`src/verilog/jet_pkg.sv`:
```
`default_nettype none
package jet_pkg;

    // ************************************************************
    // Instruction register
    // ************************************************************
    localparam int unsigned IR_W          = 8;
    localparam logic [7:0]  IR_EXTEST     = 8'h00;
    localparam logic [7:0]  IR_SAMPLE     = 8'h02;
    localparam logic [7:0]  IR_HIGHZ      = 8'h06;
    localparam logic [7:0]  IR_BYPASS     = 8'hFF;
    localparam logic [7:0]  IR_CAPTURE    = 8'h01;
    localparam logic [7:0]  IR_RESET_VAL  = IR_BYPASS;
    localparam logic [7:0]  IR_PRIV_FIRST = 8'h20;
    localparam logic [7:0]  IR_PRIV_LAST  = 8'h29;

    // ************************************************************
    // Data registers and pins
    // ************************************************************
    localparam logic        BYPASS_CAPTURE = 1'b0;
    localparam logic        DUMMY_RESET    = 1'b0;
    localparam int unsigned EMU_W          = 2;
    localparam int unsigned TMS_RESET_EDGES = 5;

    // ************************************************************
    // Timing
    // ************************************************************
    localparam int unsigned CLK_PERIOD_NS  = 100;
    localparam int unsigned TCK_PERIOD_NS  = 800;
    // Sync adds two cycles, edge detect one more
    localparam int unsigned TCK_SYNC_LAT   = 3;
    localparam int unsigned TCK_HALF_CYC   = (TCK_PERIOD_NS / 2) / CLK_PERIOD_NS;

    typedef enum {
        ST_RESET, ST_IDLE,
        ST_SEL_DR, ST_CAP_DR, ST_SH_DR, ST_EX1_DR, ST_PA_DR, ST_EX2_DR, ST_UP_DR,
        ST_SEL_IR, ST_CAP_IR, ST_SH_IR, ST_EX1_IR, ST_PA_IR, ST_EX2_IR, ST_UP_IR
    } jet_state_t;

    typedef struct packed {
        logic tck;
        logic tms;
        logic tdi;
        logic trst_b;
    } jet_jtag_in_t;

    typedef struct packed {
        logic tdo;
        logic tdo_oe;
    } jet_jtag_out_t;

    typedef struct packed {
        logic [EMU_W-1:0] out;
        logic [EMU_W-1:0] oe;
    } jet_emu_out_t;

endpackage : jet_pkg
`default_nettype wire

```
`src/verilog/jet_tap.sv`:
```
// How it works
// - An 8-bit instruction register shifts from test data in to test data out in the instruction-shift state.
// - The boundary path is one dummy flip-flop between test data in and out, so loop-back works.
// - No instruction samples or drives any functional pin; there are no boundary cells.
// - The all-ones code is bypass, 06 is high-Z, 02 is sample, 00 is extest, as the controller loads them.
// - Sample and high-Z act only on the dummy cell and never float a functional pin.
// - The two emulation lines are open-collector: they only ever pull low, for wire-OR sharing.
// - The port works as one member of a serial chain with any number of other devices around it.
`timescale 1ns/1ns
`default_nettype none
module jet_tap
    import jet_pkg::*;
(
    input  wire logic             i_clk,
    input  wire logic             i_rst_b,
    input  wire jet_jtag_in_t     i_jtag,
    input  wire logic [EMU_W-1:0] i_emu_pin,
    input  wire logic [EMU_W-1:0] i_emu_pull,
    output var  jet_jtag_out_t    o_jtag,
    output var  jet_emu_out_t     o_emu,
    output logic [EMU_W-1:0]      o_emu_level,
    output logic [IR_W-1:0]       o_ir,
    output logic                  o_boundary_sel
);

    // ************************************************************
    // Decode
    // ************************************************************
    function automatic logic sel_dummy(input logic [IR_W-1:0] code);
        sel_dummy = (code == IR_EXTEST) || (code == IR_SAMPLE) || (code == IR_HIGHZ);
    endfunction

    // ************************************************************
    // Synchronisers
    // ************************************************************
    logic [3:0]       jtag_s1_reg;
    logic [3:0]       jtag_s2_reg;
    logic             tck_d_reg;
    logic [EMU_W-1:0] emu_s1_reg;
    logic             tck_s2;
    logic             tms_s2;
    logic             tdi_s2;
    logic             trst_b_s2;
    logic             tck_rise;
    logic             tck_fall;

    always_ff @(posedge i_clk or negedge i_rst_b) begin
        if (!i_rst_b) begin
            jtag_s1_reg <= 4'h1;
            jtag_s2_reg <= 4'h1;
            tck_d_reg   <= 1'b0;
            emu_s1_reg  <= 2'h3;
            o_emu_level <= 2'h3;
        end else begin
            jtag_s1_reg <= i_jtag;
            jtag_s2_reg <= jtag_s1_reg;
            tck_d_reg   <= jtag_s2_reg[3];
            emu_s1_reg  <= i_emu_pin;
            o_emu_level <= emu_s1_reg;
        end
    end

    assign tck_s2    = jtag_s2_reg[3];
    assign tms_s2    = jtag_s2_reg[2];
    assign tdi_s2    = jtag_s2_reg[1];
    assign trst_b_s2 = jtag_s2_reg[0];
    assign tck_rise  = tck_s2 & ~tck_d_reg;
    assign tck_fall  = ~tck_s2 & tck_d_reg;

    // ************************************************************
    // TAP state, registers and outputs
    // ************************************************************
    jet_state_t      state_reg;
    jet_state_t      state_next;
    logic [IR_W-1:0] ir_sh_reg;
    logic [IR_W-1:0] ir_sh_next;
    logic [IR_W-1:0] ir_next;
    logic            byp_reg;
    logic            byp_next;
    logic            dummy_reg;
    logic            dummy_next;
    jet_jtag_out_t   jtag_out_next;
    jet_emu_out_t    emu_next;

    function automatic jet_state_t tap_step(input jet_state_t s, input logic tms);
        case (s)
            ST_RESET:  tap_step = tms ? ST_RESET  : ST_IDLE;
            ST_IDLE:   tap_step = tms ? ST_SEL_DR : ST_IDLE;
            ST_SEL_DR: tap_step = tms ? ST_SEL_IR : ST_CAP_DR;
            ST_CAP_DR: tap_step = tms ? ST_EX1_DR : ST_SH_DR;
            ST_SH_DR:  tap_step = tms ? ST_EX1_DR : ST_SH_DR;
            ST_EX1_DR: tap_step = tms ? ST_UP_DR  : ST_PA_DR;
            ST_PA_DR:  tap_step = tms ? ST_EX2_DR : ST_PA_DR;
            ST_EX2_DR: tap_step = tms ? ST_UP_DR  : ST_SH_DR;
            ST_UP_DR:  tap_step = tms ? ST_SEL_DR : ST_IDLE;
            ST_SEL_IR: tap_step = tms ? ST_RESET  : ST_CAP_IR;
            ST_CAP_IR: tap_step = tms ? ST_EX1_IR : ST_SH_IR;
            ST_SH_IR:  tap_step = tms ? ST_EX1_IR : ST_SH_IR;
            ST_EX1_IR: tap_step = tms ? ST_UP_IR  : ST_PA_IR;
            ST_PA_IR:  tap_step = tms ? ST_EX2_IR : ST_PA_IR;
            ST_EX2_IR: tap_step = tms ? ST_UP_IR  : ST_SH_IR;
            ST_UP_IR:  tap_step = tms ? ST_SEL_DR : ST_IDLE;
            default:   tap_step = ST_RESET;
        endcase
    endfunction

    always_comb begin
        state_next    = state_reg;
        ir_sh_next    = ir_sh_reg;
        ir_next       = o_ir;
        byp_next      = byp_reg;
        dummy_next    = dummy_reg;
        jtag_out_next = o_jtag;
        if (!trst_b_s2) begin
            state_next = ST_RESET;
            ir_next    = IR_RESET_VAL;
        end else if (tck_rise) begin
            state_next = tap_step(state_reg, tms_s2);
            case (state_reg)
                ST_RESET:  ir_next    = IR_RESET_VAL;
                ST_CAP_IR: ir_sh_next = IR_CAPTURE;
                ST_SH_IR:  ir_sh_next = {tdi_s2, ir_sh_reg[IR_W-1:1]};
                ST_UP_IR:  ir_next    = ir_sh_reg;
                // No pins to sample: the dummy cell keeps its value
                ST_CAP_DR: byp_next   = BYPASS_CAPTURE;
                ST_SH_DR: begin
                    if (sel_dummy(o_ir)) begin
                        dummy_next = tdi_s2;
                    end else begin
                        byp_next = tdi_s2;
                    end
                end
                default: ;
            endcase
        end else if (tck_fall) begin
            // Drive on falling edge so the next device samples a stable bit
            jtag_out_next.tdo_oe = (state_reg == ST_SH_IR) || (state_reg == ST_SH_DR);
            if (state_reg == ST_SH_IR) begin
                jtag_out_next.tdo = ir_sh_reg[0];
            end else if (state_reg == ST_SH_DR) begin
                jtag_out_next.tdo = sel_dummy(o_ir) ? dummy_reg : byp_reg;
            end
        end
        // Pins pull low only on request, never from the instruction
        emu_next.out = '0;
        emu_next.oe  = i_emu_pull;
    end

    always_ff @(posedge i_clk or negedge i_rst_b) begin
        if (!i_rst_b) begin
            state_reg      <= ST_RESET;
            ir_sh_reg      <= IR_CAPTURE;
            o_ir           <= IR_RESET_VAL;
            byp_reg        <= BYPASS_CAPTURE;
            dummy_reg      <= DUMMY_RESET;
            o_jtag         <= '0;
            o_emu          <= '0;
            o_boundary_sel <= 1'b0;
        end else begin
            state_reg      <= state_next;
            ir_sh_reg      <= ir_sh_next;
            o_ir           <= ir_next;
            byp_reg        <= byp_next;
            dummy_reg      <= dummy_next;
            o_jtag         <= jtag_out_next;
            o_emu          <= emu_next;
            o_boundary_sel <= sel_dummy(ir_next);
        end
    end

    // ************************************************************
    // Checks
    // ************************************************************
    logic [2:0] tms_hi_cnt;
    always_ff @(posedge i_clk or negedge i_rst_b) begin
        if (!i_rst_b) begin
            tms_hi_cnt <= 3'h0;
        end else if (tck_rise) begin
            tms_hi_cnt <= tms_s2 ? ((tms_hi_cnt == 3'h7) ? 3'h7 : tms_hi_cnt + 3'h1) : 3'h0;
        end
    end
endmodule // jet_tap
`default_nettype wire

```
`config.mk`:
```
export PLATFORM = sky130hd
export DESIGN_NAME = jet_tap
export DESIGN_NICKNAME = d
export VERILOG_FILES = /design/src/verilog/jet_pkg.sv /design/src/verilog/jet_tap.sv
export SDC_FILE = /design/constraint.sdc
export NUM_CORES = 1
export LEC_CHECK = 0
export ABC_AREA = 1
export BUFFER_PORTS_ARGS = -buffer_cell sky130_fd_sc_hd__buf_2
export CORE_ASPECT_RATIO = 2
export CORE_MARGIN = 4
export CORE_UTILIZATION = 46
export DETAILED_ROUTE_END_ITERATION = 16
export PLACE_DENSITY = 0.68
export SLEW_MARGIN = 20
export SYNTH_ARGS = -nofsm -noshare
export SYNTH_HDL_FRONTEND = slang
export SYNTH_SLANG_ARGS = --single-unit
```
`constraint.sdc`:
```
create_clock -name i_clk -period 2 [get_ports i_clk]
set_input_delay 0.2 -clock i_clk [delete_from_list [all_inputs] [get_ports i_clk]]
set_output_delay 0.2 -clock i_clk [all_outputs]
set_load 0.01 [all_outputs]
```
### Yosys cells after proc, flatten, opt, wreduce, memory -nomap -nowiden

Cells that the tools add are included.

* register bits after elaboration: 68
* bits of input ports: 10
* output and inout port bits: 17
* word-level logic and storage cells: 85

* equality and inequality tests: 23
* muxes and demuxes: 24
* bitwise gates (word level): 5
* reduce and logical (&&, ||, !) cells: 19

Operators by type and width (count)
* $eq 32x4->1 const B: 9
* $eq 32x3->1 const B: 4
* $eq 32x2->1 const B: 2
* $mux 32: 2
* $pmux 4 s12: 1
* $eq 32x1->1 const B: 1
* $eq 32x5->1 const B: 1
* $logic_not 32->1: 1
* $pmux 8 s2: 2
* $eq 8x2->1 const B: 2
* $eq 8x3->1 const B: 2
* $logic_not 8->1: 2
* $mux 4: 4
* $mux 8: 2
* $reduce_and 4->1: 3
* $mux 1: 7
* $mux 2: 3
* $mux 3: 2
* $reduce_and 3->1: 2
* $reduce_bool 2->1: 3
* $logic_or 1x1->1: 5
* $reduce_or 2->1: 2
* $not 1->1: 3
* $reduce_or 3->1: 1
* 4 further kinds: 5

### Logic depth before layout (Yosys ltp)

* depth after elaboration: 7
* mapped depth: 10
* gate-level depth less buffers: 10

### Worst setup path after synthesis

No wires, ideal clock.

* kind: register to register
* start point: reg jtag_s2_reg[0]
* end point: reg o_boundary_sel
* setup time: 0.114 ns
* arrival time: 1.282 ns
* data required time: 1.886 ns
* slack: 0.603 ns
* stages on the path, launching flop included: 9
* path buffers: 0
* clock period less this slack: 1.397 ns
* cells stage by stage: dfstp_2 inv_2 a21oi_2 inv_2 or2_1 nand2_1 nand2_1 nand2_1 nor2_1

* longest elaborated chain between the ends: 4

RTL lines
* from (decl): line jet_tap.sv:37 `logic [3:0] jtag_s2_reg;`
* from (signal assigned): line jet_tap.sv:56 `jtag_s2_reg <= jtag_s1_reg;`
* $mux 8 *: line jet_tap.sv:114 `if (!trst_b_s2) begin`
* $eq 8x2->1 or $logic_not 8->1 (tied branches): line jet_tap.sv:30 `sel_dummy = (code == IR_EXTEST) || (code == IR_SAMPLE) || (code == IR_HIGHZ);`
* $logic_or 1x1->1: line jet_tap.sv:30
* $logic_or 1x1->1 *: line jet_tap.sv:30
* to (signal assigned): line jet_tap.sv:167 `o_boundary_sel <= sel_dummy(ir_next);`
* to (decl): line jet_tap.sv:23 `output logic o_boundary_sel`

Every way passes the cells marked *; elsewhere a longest branch is shown, timed or not.
A chain may end at the register's enable or synchronous reset.

### Final worst setup path

* start point: reg jtag_s2_reg[0]
* end point: reg o_boundary_sel

* longest elaborated chain between the ends: 4

RTL lines
* $mux 8 *: line jet_tap.sv:114
* named net ir_next[3]: line jet_tap.sv:77 `logic [IR_W-1:0] ir_next;`
* $eq 8x2->1 or $logic_not 8->1 (tied branches): line jet_tap.sv:30
* $logic_or 1x1->1: line jet_tap.sv:30
* $logic_or 1x1->1 *: line jet_tap.sv:30

Mark *: on every way through the listed nets, which the timed path passes. The rest lies on a longest branch.

==> summary.md <==
IR analysis of the VDD net gives a maximum drop of 0.544 mV. The number of antenna violations at the first check in global routing is 0. The number of buffers inserted to repair setup after CTS is 0. The data required time of the worst path came out at 2220 ps.

The multi-input combinational cells in the finished layout cover a total of 767 sq um. Across the routed clock network, the largest skew measured is 9.15 ps. Wires add up to 4100 um. In this run the worst path has a maximum fanout of 10. The path class of the lowest-slack min-delay path is input port to async pin. For the worst-skew pair, the clock arrives at the later sink with an insertion delay of 290 ps. Relative slew slack: 0.438.

The tools report the global-route congestion overflow total as 0. The final count of pins violating max slew came out at 0. The mapped netlist covers 1900 sq um. Counting along the longest clock path gives a buffer depth of 2. The total iterations of the first detailed-routing run was 5; the chip width was 53.5 um. Entering global routing, the biggest net connects 41 pins.

In this run the tool buffered the top-level ports with 24 buffer cells. The total area inside the core boundary comes to 3920 sq um. Post-cts hold buffer count: 3.

The total clock buffers created by CTS is 5. The effective utilization at floorplan is 0.485, and the layout overhead on the synthesized area is 16.7%. The overall via count from detail_route was 1598. The final worst-path setup slack is 374 ps. The run gives 1.07 nW as the leakage dissipation. The tool flagged a number of max-cap violations equal to 0. The tools report the number of global-route vias before repair as 1638. The classification of the worst setup path is flip-flop to flip-flop. The startpoint identified for the worst register-to-register timing path is jtag_s2_reg[0].

The ratio of final minimum period to clock period works out to 0.813. The congestion estimate from routability-driven global placement came to 0.928. The most critical setup path has its startpoint at jtag_s2_reg[0].

The storage element area is 1020 sq um, and the shortest period the worst path allows is 1630 ps. After detailed routing, the average wire length per cell comes to 13.0 um. Data arrives at the worst endpoint at 1850 ps. During synthesis, Yosys emitted a total of 0 warnings.

The run gives 7150 um as the global-route wire length before repair. Instance count of the mapped netlist: 229. Count of H-tree levels built during CTS: 2. Detailed placement HPWL: 3040 um. Setup repair after global routing left no endpoint under its margin. Counting flops and latches in the post-synthesis netlist gives 40.

Timing analysis after detailed placement gives a worst setup slack of 415 ps. In this run the core area contains 32 standard-cell rows. For this design the ratio of total power to cell area is 710 nW/um^2.

The mean area per synthesized cell was 8.30 sq um; the upper clock frequency limit was 615 MHz. The path depth of the worst reg2reg path came out at 8. The die covers 5290 sq um.

The repair_antennas step left the layout with diodes totalling 0. CTS saw 40 sinks. The kind of start point of the critical path is a flip-flop. STA classifies the critical path endpoint as a flip-flop. The detailed router finished its first iteration with 38 violations.

The number of nets in the finished design is 272. Hold timing on the final database bottoms out at a slack of 8.41 ps. In this run the count of I/O pins placed on the die edge is 27. Counting the fill cells in the layout gives 416. Portion of the post-synthesis area used by sequential elements: 0.536. After detailed routing, the number of remaining DRC violations is 0. The master cell of the clock root buffer is sky130_fd_sc_hd__clkbuf_8.

The run gives 0 as the final hold violation count. The number of nets still failing antenna checks after routing is 0. The post-cts repair resize count is 0.

CTS clock-pin slew for the worst setup and hold paths: 80 ps. The logs give 0.183 for the global routing usage summed across all routing layers and 30 for the post-synthesis cell type count. Setup total negative slack on the finished layout was measured at 0 ps. TritonCTS built the clock tree. In the routed layout, each cell is associated on average with a via count of 5.09. The final count of negative-setup-slack endpoints was 0; the die extent in y was 98.9 um. The run finished with clean final reports. The share of final-layout standard cells stronger than drive strength 1 was 0.274. The design draws 1.58 mW. Slew at the pin closest to its max-slew limit: 843 ps.
==> through the flow <==
stage / util / instance area (sq um) / cells
floorplan: - / 1910 / 230
global placement: 0.528 / 2070 / 302
detailed placement: 0.528 / 2070 / 302
CTS: 0.563 / 2210 / 313
global route: 0.566 / 2220 / 314
finish: 0.566 / 2220 / 314
==> layer usage <==
metal / track usage / share of wire / vias up
met4: 0.118 / 0.039 / 0
li1: - / - / 787
met3: 0.0287 / 0.031 / 13
met2: 0.310 / 0.57 / 46
met5: 0 / 0 / -
met1: 0.201 / 0.36 / 752
==> cells in the final DEF (no fill, tap or decap) <==
cell type                        n
sky130_fd_sc_hd__nand2_4         2
sky130_fd_sc_hd__clkinv_2        3
sky130_fd_sc_hd__o21ai_2         1
sky130_fd_sc_hd__or2_1           1
sky130_fd_sc_hd__nor2_2          2
sky130_fd_sc_hd__o31ai_1         1
sky130_fd_sc_hd__o21ai_0         8
sky130_fd_sc_hd__nor3_1          3
sky130_fd_sc_hd__nand4_1         2
sky130_fd_sc_hd__a21oi_1         5
sky130_fd_sc_hd__a31oi_1         1
sky130_fd_sc_hd__dfrtp_1        25
sky130_fd_sc_hd__nand3b_1        1
sky130_fd_sc_hd__clkbuf_8        5
sky130_fd_sc_hd__o22ai_1         1
sky130_fd_sc_hd__buf_4           1
sky130_fd_sc_hd__dfstp_2        15
sky130_fd_sc_hd__nand3_1        10
sky130_fd_sc_hd__a21oi_4         1
sky130_fd_sc_hd__nor2_1         11
sky130_fd_sc_hd__o211ai_1        1
sky130_fd_sc_hd__a21oi_2         2
sky130_fd_sc_hd__o21ai_1         9
sky130_fd_sc_hd__nand2_2         7
sky130_fd_sc_hd__clkinv_4        1
sky130_fd_sc_hd__inv_2           4
sky130_fd_sc_hd__nand2_1        89
sky130_fd_sc_hd__bufinv_16       1
sky130_fd_sc_hd__inv_1          16
sky130_fd_sc_hd__conb_1          2
sky130_fd_sc_hd__dlygate4sd3_1   4
sky130_fd_sc_hd__buf_2          24
sky130_fd_sc_hd__clkbuf_1        1
sky130_fd_sc_hd__nor2_4          3
==> worst paths after layout <==
check / end / slack, ps
setup / recovery: o_boundary_sel / 370
hold / removal: tck_d_reg / 8
setup reg to reg: o_boundary_sel / 370
hold reg to reg: jtag_s2_reg[3] / 350
max in group asynchronous: o_boundary_sel / 1460
min in group i_clk: o_emu[1] / 20
==> where the power goes <==
part,total (mW),switching [mW],internal [mW]
registers,0.850,0.0139,0.836
clock network,0.635,0.265,0.370
logic,0.0907,0.0612,0.0295
==> cell type report <==
class	count	area share
Inverter	23	0.0423
Clock buffer	6	0.0327
Multi-Input combinational cell	163	0.346
Tap cell	51	0.0287
Sequential cell	40	0.459
Timing Repair Buffer	29	0.0755
Clock inverter	2	0.0158
==> synthesized netlist by cell type <==
cell type | number | share of area
sky130_fd_sc_hd__a21oi_1 | 5 | 0.013
sky130_fd_sc_hd__a21oi_2 | 2 | 0.0092
sky130_fd_sc_hd__a21oi_4 | 1 | 0.0086
sky130_fd_sc_hd__a31oi_1 | 1 | 0.0033
sky130_fd_sc_hd__buf_2 | 2 | 0.0053
sky130_fd_sc_hd__buf_4 | 2 | 0.0079
sky130_fd_sc_hd__clkinv_2 | 2 | 0.0053
sky130_fd_sc_hd__clkinv_4 | 1 | 0.0046
sky130_fd_sc_hd__conb_1 | 1 | 0.0020
sky130_fd_sc_hd__dfrtp_1 | 25 | 0.33
sky130_fd_sc_hd__dfstp_2 | 15 | 0.21
sky130_fd_sc_hd__inv_1 | 16 | 0.032
sky130_fd_sc_hd__inv_2 | 4 | 0.0079
sky130_fd_sc_hd__nand2_1 | 89 | 0.18
sky130_fd_sc_hd__nand2_2 | 7 | 0.023
sky130_fd_sc_hd__nand2_4 | 2 | 0.012
sky130_fd_sc_hd__nand3_1 | 10 | 0.026
sky130_fd_sc_hd__nand3b_1 | 1 | 0.0039
sky130_fd_sc_hd__nand4_1 | 2 | 0.0066
sky130_fd_sc_hd__nor2_1 | 11 | 0.022
sky130_fd_sc_hd__nor2_2 | 2 | 0.0066
sky130_fd_sc_hd__nor2_4 | 3 | 0.018
sky130_fd_sc_hd__nor3_1 | 3 | 0.0079
sky130_fd_sc_hd__o211ai_1 | 1 | 0.0039
sky130_fd_sc_hd__o21ai_0 | 8 | 0.021
sky130_fd_sc_hd__o21ai_1 | 9 | 0.024
sky130_fd_sc_hd__o21ai_2 | 1 | 0.0046
sky130_fd_sc_hd__o22ai_1 | 1 | 0.0033
sky130_fd_sc_hd__o31ai_1 | 1 | 0.0039
sky130_fd_sc_hd__or2_1 | 1 | 0.0033
==> cells by family (layout without fill, tap and decap cells) <==
kind of cell | count (synthesis) | after routing | synth area share
compound gates | 30 | 30 | 0.0947
buf+inv | 27 | 60 | 0.0625
flops | 40 | 40 | 0.536
other cells | 1 | 2 | 0.00197
simple gates | 131 | 131 | 0.305
==> critical path, stage by stage (launching register included) <==
cell                      delay, ps
sky130_fd_sc_hd__dfstp_2        550
sky130_fd_sc_hd__inv_2           40
sky130_fd_sc_hd__a21oi_2        390
sky130_fd_sc_hd__nand2_1        140
sky130_fd_sc_hd__nand2_1        120
sky130_fd_sc_hd__nand2_2         70
sky130_fd_sc_hd__nor2_1         100
sky130_fd_sc_hd__nand2_1         50
sky130_fd_sc_hd__nor2_1          90
No activity file was read; power rests on OpenSTA's default activity.
